--- src/pbc_pkg.sv ---
// constants and types shared by the pci boot configuration decoder
`default_nettype none
package pbc_pkg;

   // =====================================================================
   // boot mode select codes
   typedef enum logic [1:0]
   {
      PBC_BOOT_DEFAULT  = 2'h0,
      PBC_BOOT_RSVD     = 2'h1,
      PBC_BOOT_PARALLEL = 2'h2,
      PBC_BOOT_SERIAL   = 2'h3
   } pbc_boot_type;

   // =====================================================================
   // apb register byte offsets
   localparam logic [7:0]  PBC_OFS_PIN_ASSIGN = 8'h00;
   localparam logic [7:0]  PBC_OFS_PAD_SLEW   = 8'h04;
   localparam logic [7:0]  PBC_OFS_IRQ_ASSIGN = 8'h08;
   localparam logic [7:0]  PBC_OFS_TGT_CTRL2  = 8'h0C;
   localparam logic [7:0]  PBC_OFS_CHIP_STAT  = 8'h10;
   localparam logic [7:0]  PBC_OFS_IDENTITY   = 8'h14;
   localparam logic [7:0]  PBC_OFS_CLASS_REV  = 8'h18;
   localparam logic [7:0]  PBC_OFS_SUBSYS_ID  = 8'h1C;

   // =====================================================================
   // field positions inside the registers
   localparam int          PBC_SLEW_BIT       = 0;
   localparam int          PBC_IRQ_BIT        = 1;
   localparam int          PBC_RETRY_BIT      = 0;
   localparam int          PBC_BAR_LSB        = 8;
   localparam int          PBC_BAR_W          = 6;
   localparam int          PBC_HOST_BIT       = 3;
   localparam int          PBC_PCIEN_BIT      = 0;
   localparam int          PBC_MODE_LSB       = 4;

   // =====================================================================
   // boot values
   localparam logic [15:0] PBC_PIN_PCI        = 16'hD5D5;
   localparam logic [15:0] PBC_PIN_NONE       = 16'h0000;
   localparam logic [5:0]  PBC_BAR_ALL        = 6'h3F;
   localparam logic [5:0]  PBC_BAR_NONE       = 6'h00;

   // =====================================================================
   // parallel strap positions
   localparam int          PBC_STRAP_W        = 8;
   localparam int          PBC_STRAP_SLEW     = 2;
   localparam int          PBC_STRAP_HOST     = 3;
   localparam int          PBC_STRAP_CFG_LSB  = 5;
   localparam int          PBC_STRAP_CFG_MSB  = 7;

   // =====================================================================
   // serial configuration word positions
   localparam int          PBC_WORD_W         = 128;
   localparam int          PBC_WORD_PCIEN     = 125;
   localparam int          PBC_WORD_SLEW      = 104;
   localparam int          PBC_WORD_IRQ       = 103;
   localparam int          PBC_WORD_RETRY     = 102;
   localparam int          PBC_WORD_BAR_LSB   = 96;
   localparam int          PBC_WORD_DEV_LSB   = 80;
   localparam int          PBC_WORD_VEN_LSB   = 64;
   localparam int          PBC_WORD_CLS_LSB   = 40;
   localparam int          PBC_WORD_REV_LSB   = 32;
   localparam int          PBC_WORD_SID_LSB   = 16;
   localparam int          PBC_WORD_SVN_LSB   = 0;

   // =====================================================================
   // identification store word indices
   localparam logic [1:0]  PBC_IDX_IDENTITY   = 2'h0;
   localparam logic [1:0]  PBC_IDX_CLASS_REV  = 2'h1;
   localparam logic [1:0]  PBC_IDX_SUBSYS_ID  = 2'h2;

endpackage
`default_nettype wire

--- src/pbc_top.sv ---
// pci boot configuration decoder with apb register access
`timescale 1ns/100ps
`default_nettype none
module pbc_top
#(
   parameter logic [15:0] DFLT_DEVICE_ID  = 16'h0001, // arbitrary value
   parameter logic [15:0] DFLT_VENDOR_ID  = 16'h0001, // arbitrary value
   parameter logic [23:0] DFLT_CLASS_CODE = 24'h000000,
   parameter logic [7:0]  DFLT_REVISION   = 8'h00,     // arbitrary value
   parameter logic [15:0] DFLT_SUBSYS_ID  = 16'h0000, // arbitrary value
   parameter logic [15:0] DFLT_SUBSYS_VEN = 16'h0000  // arbitrary value
)
(
   // clock and reset
   input  wire logic         pclk,
   input  wire logic         presetn,
   // boot configuration sources
   input  wire logic [1:0]   boot_mode_select,
   input  wire logic [7:0]   local_bus_addr_data_straps,
   input  wire logic [127:0] serial_reset_config_word,
   // apb slave
   input  wire logic         psel,
   input  wire logic         penable,
   input  wire logic         pwrite,
   input  wire logic [7:0]   paddr,
   input  wire logic [31:0]  pwdata,
   output logic      [31:0]  prdata,
   output logic              pready,
   output logic              pslverr,
   // configuration outputs
   output logic              cfg_loaded,
   output logic              pci_enabled_at_boot,
   output logic              ad_bus_for_pci,
   output logic      [15:0]  pci_pin_assign_reg,
   output logic      [3:0]   req_gnt_for_pci,
   output logic              pci_pad_slew_reg,
   output logic              irq_pin_assign_reg,
   output logic              cfg_retry,
   output logic      [5:0]   bar_enable,
   output logic              host_mode,
   output logic      [31:0]  pci_identity_reg,
   output logic      [31:0]  pci_class_revision_reg,
   output logic      [31:0]  pci_subsystem_identity_reg
);

   // ======================================================================
   // helpers
   function automatic logic pair_is_pci(input logic [15:0] pin,
                                        input int          idx);
      logic [1:0] req_f;
      logic [1:0] gnt_f;
      req_f = pin[2*idx +: 2];
      gnt_f = pin[8 + 2*idx +: 2];
      pair_is_pci = (req_f != 2'h0) && (gnt_f != 2'h0);
   endfunction

   function automatic logic strap_pci_on(input logic [7:0] strap);
      logic [2:0] cfg_f;
      cfg_f = strap[pbc_pkg::PBC_STRAP_CFG_MSB:pbc_pkg::PBC_STRAP_CFG_LSB];
      strap_pci_on = (cfg_f == 3'h3) || (cfg_f == 3'h7);
   endfunction

   // ======================================================================
   // boot decode
   pbc_pkg::pbc_boot_type boot_mode;
   logic                  boot_pcien;
   logic                  boot_slew;
   logic                  boot_irq;
   logic                  boot_retry;
   logic [5:0]            boot_bar;
   logic                  boot_host;
   logic [31:0]           boot_identity;
   logic [31:0]           boot_class_rev;
   logic [31:0]           boot_subsys;
   logic [127:0]          w;
   logic [7:0]            s;

   assign w         = serial_reset_config_word;
   assign s         = local_bus_addr_data_straps;
   assign boot_mode = pbc_pkg::pbc_boot_type'(boot_mode_select);

   always_comb
   begin
      boot_identity  = {DFLT_DEVICE_ID, DFLT_VENDOR_ID};
      boot_class_rev = {DFLT_CLASS_CODE, DFLT_REVISION};
      boot_subsys    = {DFLT_SUBSYS_ID, DFLT_SUBSYS_VEN};
      case (boot_mode)
         pbc_pkg::PBC_BOOT_PARALLEL:
         begin
            boot_pcien = strap_pci_on(s);
            boot_slew  = s[pbc_pkg::PBC_STRAP_SLEW];
            if (s[pbc_pkg::PBC_STRAP_HOST])
            begin
               boot_irq   = 1'b0;
               boot_retry = 1'b0;
               boot_bar   = pbc_pkg::PBC_BAR_ALL;
               boot_host  = 1'b1;
            end
            else
            begin
               boot_irq   = 1'b1;
               boot_retry = 1'b1;
               boot_bar   = pbc_pkg::PBC_BAR_NONE;
               boot_host  = 1'b0;
            end
         end
         pbc_pkg::PBC_BOOT_SERIAL:
         begin
            boot_pcien = w[pbc_pkg::PBC_WORD_PCIEN];
            boot_slew  = w[pbc_pkg::PBC_WORD_SLEW];
            boot_irq   = w[pbc_pkg::PBC_WORD_IRQ];
            boot_retry = w[pbc_pkg::PBC_WORD_RETRY];
            boot_bar   = w[pbc_pkg::PBC_WORD_BAR_LSB +: 6];
            boot_host  = ~w[pbc_pkg::PBC_WORD_IRQ];
            boot_identity  = {w[pbc_pkg::PBC_WORD_DEV_LSB +: 16],
                              w[pbc_pkg::PBC_WORD_VEN_LSB +: 16]};
            boot_class_rev = {w[pbc_pkg::PBC_WORD_CLS_LSB +: 24],
                              w[pbc_pkg::PBC_WORD_REV_LSB +: 8]};
            boot_subsys    = {w[pbc_pkg::PBC_WORD_SID_LSB +: 16],
                              w[pbc_pkg::PBC_WORD_SVN_LSB +: 16]};
         end
         default:
         begin
            // default and the unassigned code both give a host setup
            boot_pcien = 1'b1;
            boot_slew  = 1'b1;
            boot_irq   = 1'b0;
            boot_retry = 1'b0;
            boot_bar   = pbc_pkg::PBC_BAR_ALL;
            boot_host  = 1'b1;
         end
      endcase
   end

   // ======================================================================
   // one-shot load after reset release
   logic load;

   assign load = ~cfg_loaded;

   always_ff @(posedge pclk or negedge presetn)
   begin
      if (!presetn)
         cfg_loaded <= 1'b0;
      else
         cfg_loaded <= 1'b1;
   end

   // ======================================================================
   // apb decode
   logic        acc;
   logic        wr_ok;
   logic [7:0]  ofs;
   logic        mapped;

   assign acc   = psel & penable & ~pready;
   assign wr_ok = psel & penable & pready & pwrite & ~pslverr & cfg_loaded;
   assign ofs   = {paddr[7:2], 2'b00};

   always_comb
   begin
      case (ofs)
         pbc_pkg::PBC_OFS_PIN_ASSIGN,
         pbc_pkg::PBC_OFS_PAD_SLEW,
         pbc_pkg::PBC_OFS_IRQ_ASSIGN,
         pbc_pkg::PBC_OFS_TGT_CTRL2,
         pbc_pkg::PBC_OFS_CHIP_STAT,
         pbc_pkg::PBC_OFS_IDENTITY,
         pbc_pkg::PBC_OFS_CLASS_REV,
         pbc_pkg::PBC_OFS_SUBSYS_ID: mapped = 1'b1;
         default:                    mapped = 1'b0;
      endcase
   end

   // ======================================================================
   // boot-fixed state
   pbc_pkg::pbc_boot_type boot_mode_r;

   always_ff @(posedge pclk or negedge presetn)
   begin
      if (!presetn)
      begin
         pci_enabled_at_boot <= 1'b0;
         ad_bus_for_pci      <= 1'b0;
         host_mode           <= 1'b0;
         boot_mode_r         <= pbc_pkg::PBC_BOOT_DEFAULT;
      end
      else if (load)
      begin
         pci_enabled_at_boot <= boot_pcien;
         ad_bus_for_pci      <= boot_pcien;
         host_mode           <= boot_host;
         boot_mode_r         <= boot_mode;
      end
   end

   // ======================================================================
   // pin assignment and request/grant routing
   always_ff @(posedge pclk or negedge presetn)
   begin
      if (!presetn)
         pci_pin_assign_reg <= pbc_pkg::PBC_PIN_NONE;
      else if (load)
         pci_pin_assign_reg <= boot_pcien ? pbc_pkg::PBC_PIN_PCI
                                          : pbc_pkg::PBC_PIN_NONE;
      else if (wr_ok && ofs == pbc_pkg::PBC_OFS_PIN_ASSIGN)
         pci_pin_assign_reg <= pwdata[15:0];
   end

   logic [15:0] pin_next;

   assign pin_next = load ? (boot_pcien ? pbc_pkg::PBC_PIN_PCI
                                        : pbc_pkg::PBC_PIN_NONE)
                   : (wr_ok && ofs == pbc_pkg::PBC_OFS_PIN_ASSIGN)
                     ? pwdata[15:0] : pci_pin_assign_reg;

   always_ff @(posedge pclk or negedge presetn)
   begin
      if (!presetn)
         req_gnt_for_pci <= 4'h0;
      else
      begin
         for (int i = 0; i < 4; i++)
            req_gnt_for_pci[i] <= pair_is_pci(pin_next, i);
      end
   end

   // ======================================================================
   // pad slew
   always_ff @(posedge pclk or negedge presetn)
   begin
      if (!presetn)
         pci_pad_slew_reg <= 1'b0;
      else if (load)
         pci_pad_slew_reg <= boot_slew;
      else if (wr_ok && ofs == pbc_pkg::PBC_OFS_PAD_SLEW)
         pci_pad_slew_reg <= pwdata[pbc_pkg::PBC_SLEW_BIT];
   end

   // ======================================================================
   // interrupt pin assignment
   always_ff @(posedge pclk or negedge presetn)
   begin
      if (!presetn)
         irq_pin_assign_reg <= 1'b0;
      else if (load)
         irq_pin_assign_reg <= boot_irq;
      else if (wr_ok && ofs == pbc_pkg::PBC_OFS_IRQ_ASSIGN)
         irq_pin_assign_reg <= pwdata[pbc_pkg::PBC_IRQ_BIT];
   end

   // ======================================================================
   // target control: retry and bar enables
   always_ff @(posedge pclk or negedge presetn)
   begin
      if (!presetn)
      begin
         cfg_retry  <= 1'b0;
         bar_enable <= pbc_pkg::PBC_BAR_NONE;
      end
      else if (load)
      begin
         cfg_retry  <= boot_retry;
         bar_enable <= boot_bar;
      end
      else if (wr_ok && ofs == pbc_pkg::PBC_OFS_TGT_CTRL2)
      begin
         cfg_retry  <= pwdata[pbc_pkg::PBC_RETRY_BIT];
         bar_enable <= pwdata[pbc_pkg::PBC_BAR_LSB +: 6];
      end
   end

   // ======================================================================
   // identification store
   logic [31:0] id_rd_data;
   logic [1:0]  id_idx;

   always_comb
   begin
      case (ofs)
         pbc_pkg::PBC_OFS_CLASS_REV: id_idx = pbc_pkg::PBC_IDX_CLASS_REV;
         pbc_pkg::PBC_OFS_SUBSYS_ID: id_idx = pbc_pkg::PBC_IDX_SUBSYS_ID;
         default:                    id_idx = pbc_pkg::PBC_IDX_IDENTITY;
      endcase
   end

   // no write port: these stay at their boot values
   pbc_id_store u_id_store
   (
      .pclk        (pclk),
      .presetn     (presetn),
      .load        (load),
      .identity_in (boot_identity),
      .class_rev_in(boot_class_rev),
      .subsys_in   (boot_subsys),
      .rd_idx      (id_idx),
      .rd_data     (id_rd_data),
      .identity_r  (pci_identity_reg),
      .class_rev_r (pci_class_revision_reg),
      .subsys_r    (pci_subsystem_identity_reg)
   );

   // ======================================================================
   // apb read mux and response
   logic [31:0] rd_mux;

   always_comb
   begin
      rd_mux = 32'h00000000;
      case (ofs)
         pbc_pkg::PBC_OFS_PIN_ASSIGN:
            rd_mux[15:0] = pci_pin_assign_reg;
         pbc_pkg::PBC_OFS_PAD_SLEW:
            rd_mux[pbc_pkg::PBC_SLEW_BIT] = pci_pad_slew_reg;
         pbc_pkg::PBC_OFS_IRQ_ASSIGN:
            rd_mux[pbc_pkg::PBC_IRQ_BIT] = irq_pin_assign_reg;
         pbc_pkg::PBC_OFS_TGT_CTRL2:
         begin
            rd_mux[pbc_pkg::PBC_RETRY_BIT]    = cfg_retry;
            rd_mux[pbc_pkg::PBC_BAR_LSB +: 6] = bar_enable;
         end
         pbc_pkg::PBC_OFS_CHIP_STAT:
         begin
            rd_mux[pbc_pkg::PBC_PCIEN_BIT]     = pci_enabled_at_boot;
            rd_mux[pbc_pkg::PBC_HOST_BIT]      = host_mode;
            rd_mux[pbc_pkg::PBC_MODE_LSB +: 2] = boot_mode_r;
         end
         pbc_pkg::PBC_OFS_IDENTITY,
         pbc_pkg::PBC_OFS_CLASS_REV,
         pbc_pkg::PBC_OFS_SUBSYS_ID:
            rd_mux = id_rd_data;
         default:
            rd_mux = 32'h00000000;
      endcase
   end

   // one wait state: pready rises in the second access cycle
   always_ff @(posedge pclk or negedge presetn)
   begin
      if (!presetn)
      begin
         pready  <= 1'b0;
         pslverr <= 1'b0;
         prdata  <= 32'h00000000;
      end
      else if (acc)
      begin
         pready  <= 1'b1;
         pslverr <= ~mapped;
         prdata  <= (pwrite || !mapped) ? 32'h00000000 : rd_mux;
      end
      else
      begin
         pready  <= 1'b0;
         pslverr <= 1'b0;
         prdata  <= 32'h00000000;
      end
   end

endmodule
`default_nettype wire

--- src/pbc_id_store.sv ---
// read-only identification word store, loaded once after reset
`timescale 1ns/100ps
`default_nettype none
module pbc_id_store
(
   // clock and reset
   input  wire logic        pclk,
   input  wire logic        presetn,
   // load side
   input  wire logic        load,
   input  wire logic [31:0] identity_in,
   input  wire logic [31:0] class_rev_in,
   input  wire logic [31:0] subsys_in,
   // read side
   input  wire logic [1:0]  rd_idx,
   output logic      [31:0] rd_data,
   // held words
   output logic      [31:0] identity_r,
   output logic      [31:0] class_rev_r,
   output logic      [31:0] subsys_r
);

   // ======================================================================
   // storage, no software write path
   always_ff @(posedge pclk or negedge presetn)
   begin
      if (!presetn)
      begin
         identity_r  <= 32'h00000000;
         class_rev_r <= 32'h00000000;
         subsys_r    <= 32'h00000000;
      end
      else if (load)
      begin
         identity_r  <= identity_in;
         class_rev_r <= class_rev_in;
         subsys_r    <= subsys_in;
      end
   end

   // ======================================================================
   // registered read port
   always_ff @(posedge pclk or negedge presetn)
   begin
      if (!presetn)
         rd_data <= 32'h00000000;
      else
      begin
         case (rd_idx)
            pbc_pkg::PBC_IDX_IDENTITY:  rd_data <= identity_r;
            pbc_pkg::PBC_IDX_CLASS_REV: rd_data <= class_rev_r;
            pbc_pkg::PBC_IDX_SUBSYS_ID: rd_data <= subsys_r;
            default:                    rd_data <= 32'h00000000;
         endcase
      end
   end

endmodule
`default_nettype wire

--- config.mk ---
export PLATFORM = sky130hd
export DESIGN_NAME = pbc_top
export DESIGN_NICKNAME = d
export VERILOG_FILES = /design/src/pbc_pkg.sv /design/src/pbc_top.sv /design/src/pbc_id_store.sv
export SDC_FILE = /design/constraint.sdc
export NUM_CORES = 1
export LEC_CHECK = 0
export BUFFER_PORTS_ARGS = -buffer_cell sky130_fd_sc_hd__buf_2
export CELL_PAD_IN_SITES_DETAIL_PLACEMENT = 0
export CELL_PAD_IN_SITES_GLOBAL_PLACEMENT = 1
export CORE_MARGIN = 4
export CORE_UTILIZATION = 40
export CTS_BUF_LIST = sky130_fd_sc_hd__clkbuf_4
export CTS_CLUSTER_DIAMETER = 80
export DETAILED_ROUTE_END_ITERATION = 12
export HOLD_SLACK_MARGIN = 0.1
export PLACE_DENSITY_LB_ADDON = 0.1
export RECOVER_POWER = 25
export SYNTH_ARGS = -nofsm -noshare
export SYNTH_HDL_FRONTEND = slang
export SYNTH_SLANG_ARGS = --single-unit
export TNS_END_PERCENT = 20
--- constraint.sdc ---
create_clock -name pclk -period 6 [get_ports pclk]
set_clock_uncertainty 0.2 [all_clocks]
set_input_delay 1.2 -clock pclk [delete_from_list [all_inputs] [get_ports pclk]]
set_output_delay 1.2 -clock pclk [all_outputs]
set_load 0.01 [all_outputs]
==> flow_summary.yaml, run 1 <==
status:
  outcome: "complete, but fails checks"
  violations: "capacitance limit, slew limit"
synth:
  synthTopCellsByArea: "dfrtp_1 63%, a22o_1 11%, mux2i_1 5.4%, nor2_1 3.2%, a21oi_1 2.9%"
  synth.yosys.seq_area_share: 0.631
  yosys.area_share.simple: 0.0801
  synth_top_family_by_area: "compound AO/OA/AOI/OAI gates"
  synth_edf_count: 0
  ys_types: 40
  ys_warn_count: 0
  synth_area_um2: 7780
  synth_largest_area_cell: "dfrtp_1"
  synth-main-ff-cell: "dfrtp_1"
  synthXorXnorAreaFrac: 0.00113
  synth.area.mux_share: 0.0743
  synth_seq_cells: 196
  synth_nets: 812
  synth_compound_area_frac: 0.179
  syn_inst: 629
  synthAdderAreaFrac: 0
  synthArstFlopShare: 1.00
  ys_top_cells_by_count: "196 x dfrtp_1, 94 x a22o_1, 66 x nor2_1"
  synth_most_common_cell: "dfrtp_1"
  synthDominantCellAreaShare: 0.631
  avgSynthCellArea_um2: 12.4
routing:
  dr.pass1.iters: 5
  vias_per_cell: 5.13
  first_iter_violations: 319
  routedWlPerCell_um: 19.6
  drc: 0
  drt.antenna.violating_nets: 0
  vias: 6064
  finalWirelength_um: 23200
clock_network:
  root_buffer: "clkbuf_4"
  cts_resized: 0
  cts.sinks: 196
  cts_tree: "yes"
  cts_setup_buffers: 0
  clk_latency_ns: 0.57
  holdBufCountCts: 0
  cts_buffers: 17
  clockBufferDepth: 2
  htreeDepth: 4
  clkSlewWorstSetupHoldPaths_ns: 0.16
critical_path:
  slowest_delay_ns: 1.82
  r2r_slack_ns: 3.10
  crit_slowest_cell: "clkbuf_1"
  crit_arrival_ns: 3.63
  crit_buf_inv: 2
  critPathTopFamily: "buffers and inverters"
  reg2reg_depth: 6
  required_ns: 5.99
  crit_fanout: 92
  crit_chain: "clkbuf_8, clkbuf_1"
  worst-setup-path-type: "in2async"
  end_kind: "asynchronous set/reset pin"
  startpoint_type: "input port"
  critical_path_depth: 2
worst_hold_path:
  hold_path_depth: 1
  holdCritPathClass: "reg2reg"
floorplanning:
  die_y_um: 147
  fp-row-count: 50
  ios: 346
  start_util: 0.412
  fp.coreArea_um2: 18900
  die_width_um: 147
  design.die.area_um2: 21700
placed_design:
  place_congestion: 0.810
  placed_cells: 1145
  post-dp-hpwl_um: 16700
  numPortBuffers: 301
  dpl-instance-area_um2: 9470
grt:
  grt_pass1_vias: 6188
  use_met2: 0.328
  gr-usage-met1: 0.293
  top_usage_layer: "met2"
  grtUsageMet3: 0.0601
  grt_pass1_wl_um: 35300
  grt_usage: 0.210
  globalRouteOverflowTotal: 0
  antenna_found_initial: 4
  grt_max_degree: 100
timing:
  relSlewSlack: -0.652
  worst_pin_slew_ns: 2.48
  fin_setup_tns_ns: 0
  finalCritPeriodShare: 0.607
  setup_violations: 0
  rsz0062_at_grt: "no"
  hold_viol: 0
  max_freq_ghz: 0.274
  slew_violations: 47
  post-route-min-period_ns: 3.64
cells_and_area:
  final_net_count: 1087
  drive_gt1_frac: 0.387
  nFillCells: 1781
  fin_area_um2: 9750
  stdcell_count: 1181
  area_growth_pct: 25.4
pwr:
  finalPower_mw: 2.48
  power.static_leakage_nw: 5.25
  max-vdd-ir-drop_mv: 0.110
  power_density_nw_per_um2: 254
job:
  maxCapViolations: 1
-- worst paths after layout --
kind | startpoint | endpoint
max | presetn | u_id_store.subsys_r[18]
min | u_id_store.rd_data[20] | prdata[20]
max reg2reg | cfg_loaded | req_gnt_for_pci[2]
min reg2reg | u_id_store.rd_data[20] | prdata[20]
min in group asynchronous | presetn | prdata[21]
max in group pclk | paddr[7] | prdata[10]
-- through the flow --
stage / setup WS, ns / util / hold slack, ns
final: 2.36 / 0.516 / 0.283
after global routing: 1.79 / 0.516 / 0.303
after CTS: 2.55 / 0.516 / 0.290
after detailed placement: 1.91 / 0.501 / 0.257
after global placement: 1.95 / 0.501 / 0.253
after floorplan: 2.78 / - / 0.248
-- metal layers --
layer / vias to the layer above / routed length (µm)
met5: - / 13
met4: 2 / 251
met3: 17 / 1630
met2: 240 / 10800
met1: 2959 / 10500
li1: 2846 / -
-- layout make-up --
cell class,instances,area [µm²],share of cell area
Antenna cell,4,10.0,0.00103
Clock buffer,17,128,0.0131
Clock inverter,15,155,0.0159
Inverter,13,48.8,0.00500
Multi-Input combinational cell,368,2620,0.269
Sequential cell,196,4910,0.503
Tap cell,260,325,0.0334
Timing Repair Buffer,308,1560,0.160
-- report_power, final --
part           internal (mW)  switching [mW]
Sequential              1.39          0.0598
Clock                  0.251           0.454
Combinational          0.142           0.178
Total                   1.79           0.692
-- cell families (layout without fill, tap and decap cells) --
group                     count (synthesis)  in the layout
and+or+nand+nor                         129            129
buffers and inverters                    65            353
DFF                                     196            196
other                                     1              5
muxes                                    56             56
AOI/OAI and AO/OA                       181            181
xor gates and xnor gates                  1              1
-- cell usage in the layout, fill, tap and decap left out, types with 3 or more instances in the layout --
master / count
a22o_1: 94
nand2_1: 18
buf_2: 299
a211oi_1: 6
and3_1: 17
a22oi_1: 9
inv_6: 4
inv_1: 13
a222oi_1: 6
a311oi_1: 3
a311o_1: 6
a21o_1: 3
buf_4: 5
mux2i_1: 42
a21oi_1: 45
clkinv_4: 4
o22a_1: 3
diode_2: 4
clkbuf_1: 3
nor2_1: 66
nor3_1: 4
dfrtp_1: 195
clkbuf_4: 17
nor2b_1: 9
mux2_2: 14
No activity file was read; power rests on OpenSTA's default activity.
==> inputs of run 2 (changes only) <==
Settings changed: CORE_UTILIZATION 40 to 37.
Clock period 6 ns to 3.63 ns, I/O delays scaled along.
==> run 2 against run 1 <==
The run now ends clean; routed wire length up 4.1%; design area up 5.0%; non-clock buffer count up 47; register-to-register slack worse by 1.8 ns; sequential share of layout area down 2.4 points; die area up 7.7%; clock power up 67%; flip-flop and latch count unchanged; count of clock-buffer cells in the layout unchanged; sequential power up 66%; highest routed layer unchanged.
==> flow_summary.yaml, run 2 (synthesized netlist as in run 1, its figures left out) <==
status:
  outcome: "finished, final reports clean"
cells_and_area:
  final_net_count: 1134
  stdcell_count: 1237
  area_growth_pct: 31.7
  drive_gt1_frac: 0.382
  nFillCells: 1952
  final_cell_mix: "300 x buf_2, 195 x dfrtp_1, 94 x a22o_1"
  layout_commonest_cell: "buf_2"
timing:
  setup_violations: 0
  finalCritPeriodShare: 0.776
  slew_violations: 0
  fin_setup_tns_ns: 0
  hold_viol: 0
  worst_pin_slew_ns: 1.28
  relSlewSlack: 0.142
  post-route-min-period_ns: 2.82
  rsz0062_at_grt: "no"
  max_freq_ghz: 0.355
critical_path:
  crit_slowest_cell: "dfrtp_4"
  startpoint_type: "flop"
  crit_chain: "buf_4, buf_2"
  worst-setup-path-type: "reg2out"
  reg2reg_depth: 5
  required_ns: 2.70
  end_kind: "primary output"
  crit_fanout: 37
  r2r_end: "pci_pad_slew_reg"
  slowest_delay_ns: 0.70
  r2r_slack_ns: 1.29
  timing.rr.start: "cfg_loaded"
  critPathTopFamily: "flip-flops"
  crit_arrival_ns: 1.89
  crit_buf_inv: 2
pwr:
  finalPower_mw: 4.15
  power.static_leakage_nw: 5.47
  power_density_nw_per_um2: 405
  max-vdd-ir-drop_mv: 0.174
worst_hold_path:
  hold_path_depth: 2
  worstHoldStart: "serial_reset_config_word[24]"
  holdCritPathClass: "in2reg"
  min_to: "u_id_store.subsys_r[24]"
grt:
  grt_pass1_vias: 6622
  grt_pass1_wl_um: 38000
  globalRouteOverflowTotal: 0
  grt_max_degree: 95
  antenna_found_initial: 5
  grt_usage: 0.206
clock_network:
  root_buffer: "clkbuf_4"
  clk_latency_ns: 0.56
  htreeDepth: 4
  cts_tree: "yes"
  cts_buffers: 17
  clockBufferDepth: 2
  clkSlewWorstSetupHoldPaths_ns: 0.16
  cts_setup_buffers: 0
  cts.sinks: 196
floorplanning:
  fp-row-count: 52
  design.die.area_um2: 23400
  ios: 346
  fp.coreArea_um2: 20400
  die_y_um: 153
  die_width_um: 153
  start_util: 0.381
routing:
  vias_per_cell: 5.14
  drt.antenna.violating_nets: 0
  routedWlPerCell_um: 19.5
  finalWirelength_um: 24100
  drc: 0
  vias: 6353
  dr.pass1.iters: 5
  first_iter_violations: 423
placed_design:
  place_congestion: 0.836
  placed_cells: 1164
  post-dp-hpwl_um: 17600
  numPortBuffers: 301
job:
  maxCapViolations: 0
-- run 2: cell types whose count changed in the layout (fill, tap and decap cells not counted), moves of 2 or more --
cell,change
dlygate4sd3_1,+38
buf_4,+7
inv_8,+6
buf_12,+2
clkbuf_1,-2
clkinv_1,-2
inv_6,-2
-- run 2: metal layers --
| metal | part of all wire | up-vias | GRT usage | wire length (µm) |
|---|---|---|---|---|
| met1 | 0.45 | 3099 | 0.290 | 10800 |
| met2 | 0.47 | 270 | 0.312 | 11200 |
| met4 | 0.022 | 4 | 0.0721 | 526 |
| met5 | 0.00087 | - | 0 | 21 |
| li1 | - | 2942 | - | - |
| met3 | 0.064 | 38 | 0.0509 | 1550 |
-- run 2: worst max-delay path by stage --
stage / end / cells after the start / from
floorplan: req_gnt_for_pci[0] / 7 / paddr[7]
finish: cfg_loaded / 2 / cfg_loaded
detailed placement: prdata[9] / 7 / paddr[7]
CTS: cfg_loaded / 2 / cfg_loaded
global route: cfg_loaded / 2 / cfg_loaded
global placement: prdata[11] / 7 / paddr[7]
-- run 2: area by class of cell --
class | count | area, µm² | share of cell area
tap | 270 | 338 | 0.0330
clock buffer | 17 | 128 | 0.0125
timing repair buffer | 355 | 2030 | 0.199
sequential | 196 | 4910 | 0.479
antenna | 3 | 7.51 | 0.000733
multi-input combinational | 368 | 2620 | 0.255
clock inverter | 15 | 161 | 0.0158
inverter | 13 | 48.8 | 0.00476
-- run 2: power breakdown --
group / total, mW / switching [mW] / internal, mW
Clock: 1.18 / 0.807 / 0.375
Combinational: 0.570 / 0.303 / 0.266
Sequential: 2.40 / 0.0977 / 2.30
Total: 4.15 / 1.21 / 2.94
-- run 2: timing repair --
item,4_1_cts,5_1_grt
hold buffers,30,8
resized for setup,0,0
endpoints found under the hold margin,114,8
-- run 2: metrics by stage --
stage	setup slack [ns]	util	instance area, µm²	hold WS (ns)
finish	0.814	0.501	10200	0.167
global route	0.647	0.501	10200	0.100
CTS	0.748	0.498	10200	0.101
detailed placement	0.696	0.469	9580	0.259
global placement	0.697	0.469	9580	0.255
floorplan	0.888	-	7780	0.230
==> inputs of run 3 (changes only) <==
Clock period 3.63 ns to 2.69 ns, I/O delays scaled along.
==> run 3 against run 2 <==
Via count increased by 6.0%; the run now ends with capacitance limit, slew limit left; highest routed layer is now met4; hold slack worse by 0.0043 ns; core utilization rose by 4.4 points; largest cell class unchanged; worst setup slack lost 0.64 ns; routed wire length rose by 2.9%; combinational power up 55%.
==> flow_summary.yaml, run 3 (synthesized netlist as in run 1, its figures left out) <==
critical_path:
  worst-setup-path-type: "in2reg"
  startpoint_type: "input port"
  crit_arrival_ns: 2.80
  crit_fanout: 4
  reg2reg_depth: 6
  critPathTopFamily: "buffers and inverters"
  crit_buf_inv: 3
  crit_chain: "dlygate4sd3_1, buf_2, nand2_1, or2_2, nor4b_2, mux2i_1, a22oi_1, dlygate4sd3_1"
  end_kind: "flop"
  r2r_end: "pci_pad_slew_reg"
  timing.rr.start: "pslverr"
  required_ns: 2.97
  r2r_slack_ns: 0.21
  crit_path_frequent_cell: "dlygate4sd3_1"
  crit_slowest_cell: "dlygate4sd3_1"
  slowest_delay_ns: 0.58
timing:
  worst_pin_slew_ns: 1.57
  fin_setup_tns_ns: 0
  max_freq_ghz: 0.398
  rsz0062_at_grt: "no"
  relSlewSlack: -0.0450
  post-route-min-period_ns: 2.52
  finalCritPeriodShare: 0.935
  slew_violations: 64
  hold_ws_ns: 0.163
  setup_violations: 0
  hold_viol: 0
  setup_ws_ns: 0.175
worst_hold_path:
  min_to: "prdata[0]"
  hold_path_depth: 5
  holdCritPathClass: "in2reg"
  worstHoldStart: "paddr[5]"
grt:
  grt_pass1_vias: 6959
  globalRouteOverflowTotal: 0
  grt_usage: 0.210
  grt_max_degree: 100
  antenna_found_initial: 2
  grt_pass1_wl_um: 38900
cells_and_area:
  final_net_count: 1226
  final_cell_mix: "300 x buf_2, 195 x dfrtp_1, 117 x dlygate4sd3_1"
  layout_commonest_cell: "buf_2"
  drive_gt1_frac: 0.361
  area_growth_pct: 43.2
job:
  maxCapViolations: 1
floorplanning:
  die_y_um: 153
  design.die.area_um2: 23400
  ios: 346
  start_util: 0.381
  fp.coreArea_um2: 20400
  fp-row-count: 52
  die_width_um: 153
routing:
  dr.pass1.iters: 5
  vias_per_cell: 5.07
  routedWlPerCell_um: 18.7
  finalWirelength_um: 24800
  first_iter_violations: 401
  drt.antenna.violating_nets: 0
  vias: 6732
  drc: 0
pwr:
  pwr-share-seq: 0.573
  p_sw_frac: 0.284
  finalPower_mw: 5.63
  power.static_leakage_nw: 5.85
  power_density_nw_per_um2: 506
  p_sw_mw: 1.60
  combPwrFrac: 0.157
  max-vdd-ir-drop_mv: 0.322
  p_int_mw: 4.03
  pwr-share-clk: 0.270
placed_design:
  numPortBuffers: 301
  post-dp-hpwl_um: 18000
  place_congestion: 0.852
  place_ws_ns: 0.0426
status:
  outcome: "complete, but fails checks"
  violations: "capacitance limit, slew limit"
clock_network:
  root_buffer: "clkbuf_4"
  clockBufferDepth: 2
  cts_tree: "yes"
  cts_buffers: 17
  cts_setup_buffers: 0
  clkSlewWorstSetupHoldPaths_ns: 0.17
  htreeDepth: 4
  cts.sinks: 196
  clk_latency_ns: 0.57
run 3: cell types whose count changed in the layout (fill, tap and decap cells not counted), sizes merged:
cell / delta
dlygate4sd3: +79
buf: +13
inv: -3
clkinv: +2
clkinvlp: +1
diode: -1
run 3: worst register-to-register path: stages (launching register included):
cell and delay, ns:
dfrtp_1 0.41, nand4b_1 0.24, or2_2 0.36, nor4b_2 0.27
mux2i_1 0.22, a22oi_1 0.09, dlygate4sd3_1 0.58
run 3: how the worst max path moves through the flow:
stage          slack, ns      from                   endpoint  cells after the start
2_1_floorplan       0.14  paddr[7]         req_gnt_for_pci[0]                      7
3_3_place_gp        0.09  paddr[7]         req_gnt_for_pci[2]                      7
3_5_place_dp        0.04  paddr[7]         req_gnt_for_pci[2]                      7
4_1_cts             0.12   pslverr           pci_pad_slew_reg                      6
5_1_grt             0.09   presetn  u_id_store.identity_r[12]                      3
6_report            0.17   penable           pci_pad_slew_reg                      8
run 3: routing by layer:
| metal | up-vias | share of wire | GRT usage |
|---|---|---|---|
| met1 | 3301 | 0.44 | 0.287 |
| met3 | 39 | 0.056 | 0.0433 |
| met2 | 263 | 0.48 | 0.335 |
| met5 | - | 0 | 0 |
| met4 | 0 | 0.027 | 0.0747 |
| li1 | 3129 | - | - |
run 3: power by group through the flow:
stage               Combinational [mW]  Clock, mW  Sequential [mW]
floorplan                        0.295          0             3.31
global route                     0.970       1.70             3.25
CTS                              0.897       1.58             3.23
global placement                 0.750          0             3.28
detailed placement               0.760          0             3.29
finish                           0.885       1.52             3.23
run 3: repair_timing:
| item | in CTS | in global routing |
|---|---|---|
| setup endpoints to repair | 0 | 1 |
| hold buffers | 117 | 0 |
| resized for setup | 0 | 1 |
| endpoints found under the hold margin | 172 | 0 |
run 3: cell type report:
cell class | instances | area, µm²
Antenna cell | 2 | 5.00
Clock buffer | 17 | 128
Clock inverter | 15 | 146
Fill cell | 1834 | 9290
Inverter | 13 | 48.8
Multi-Input combinational cell | 368 | 2620
Sequential cell | 196 | 4910
Tap cell | 270 | 338
Timing Repair Buffer | 447 | 2940
run 3: per-stage QoR:
step	instances	utilization	cell area [µm²]
after floorplan	629	-	7780
after global placement	1177	0.475	9710
after detailed placement	1177	0.475	9710
after CTS	1326	0.546	11200
after global routing	1328	0.545	11100
final	1328	0.545	11100
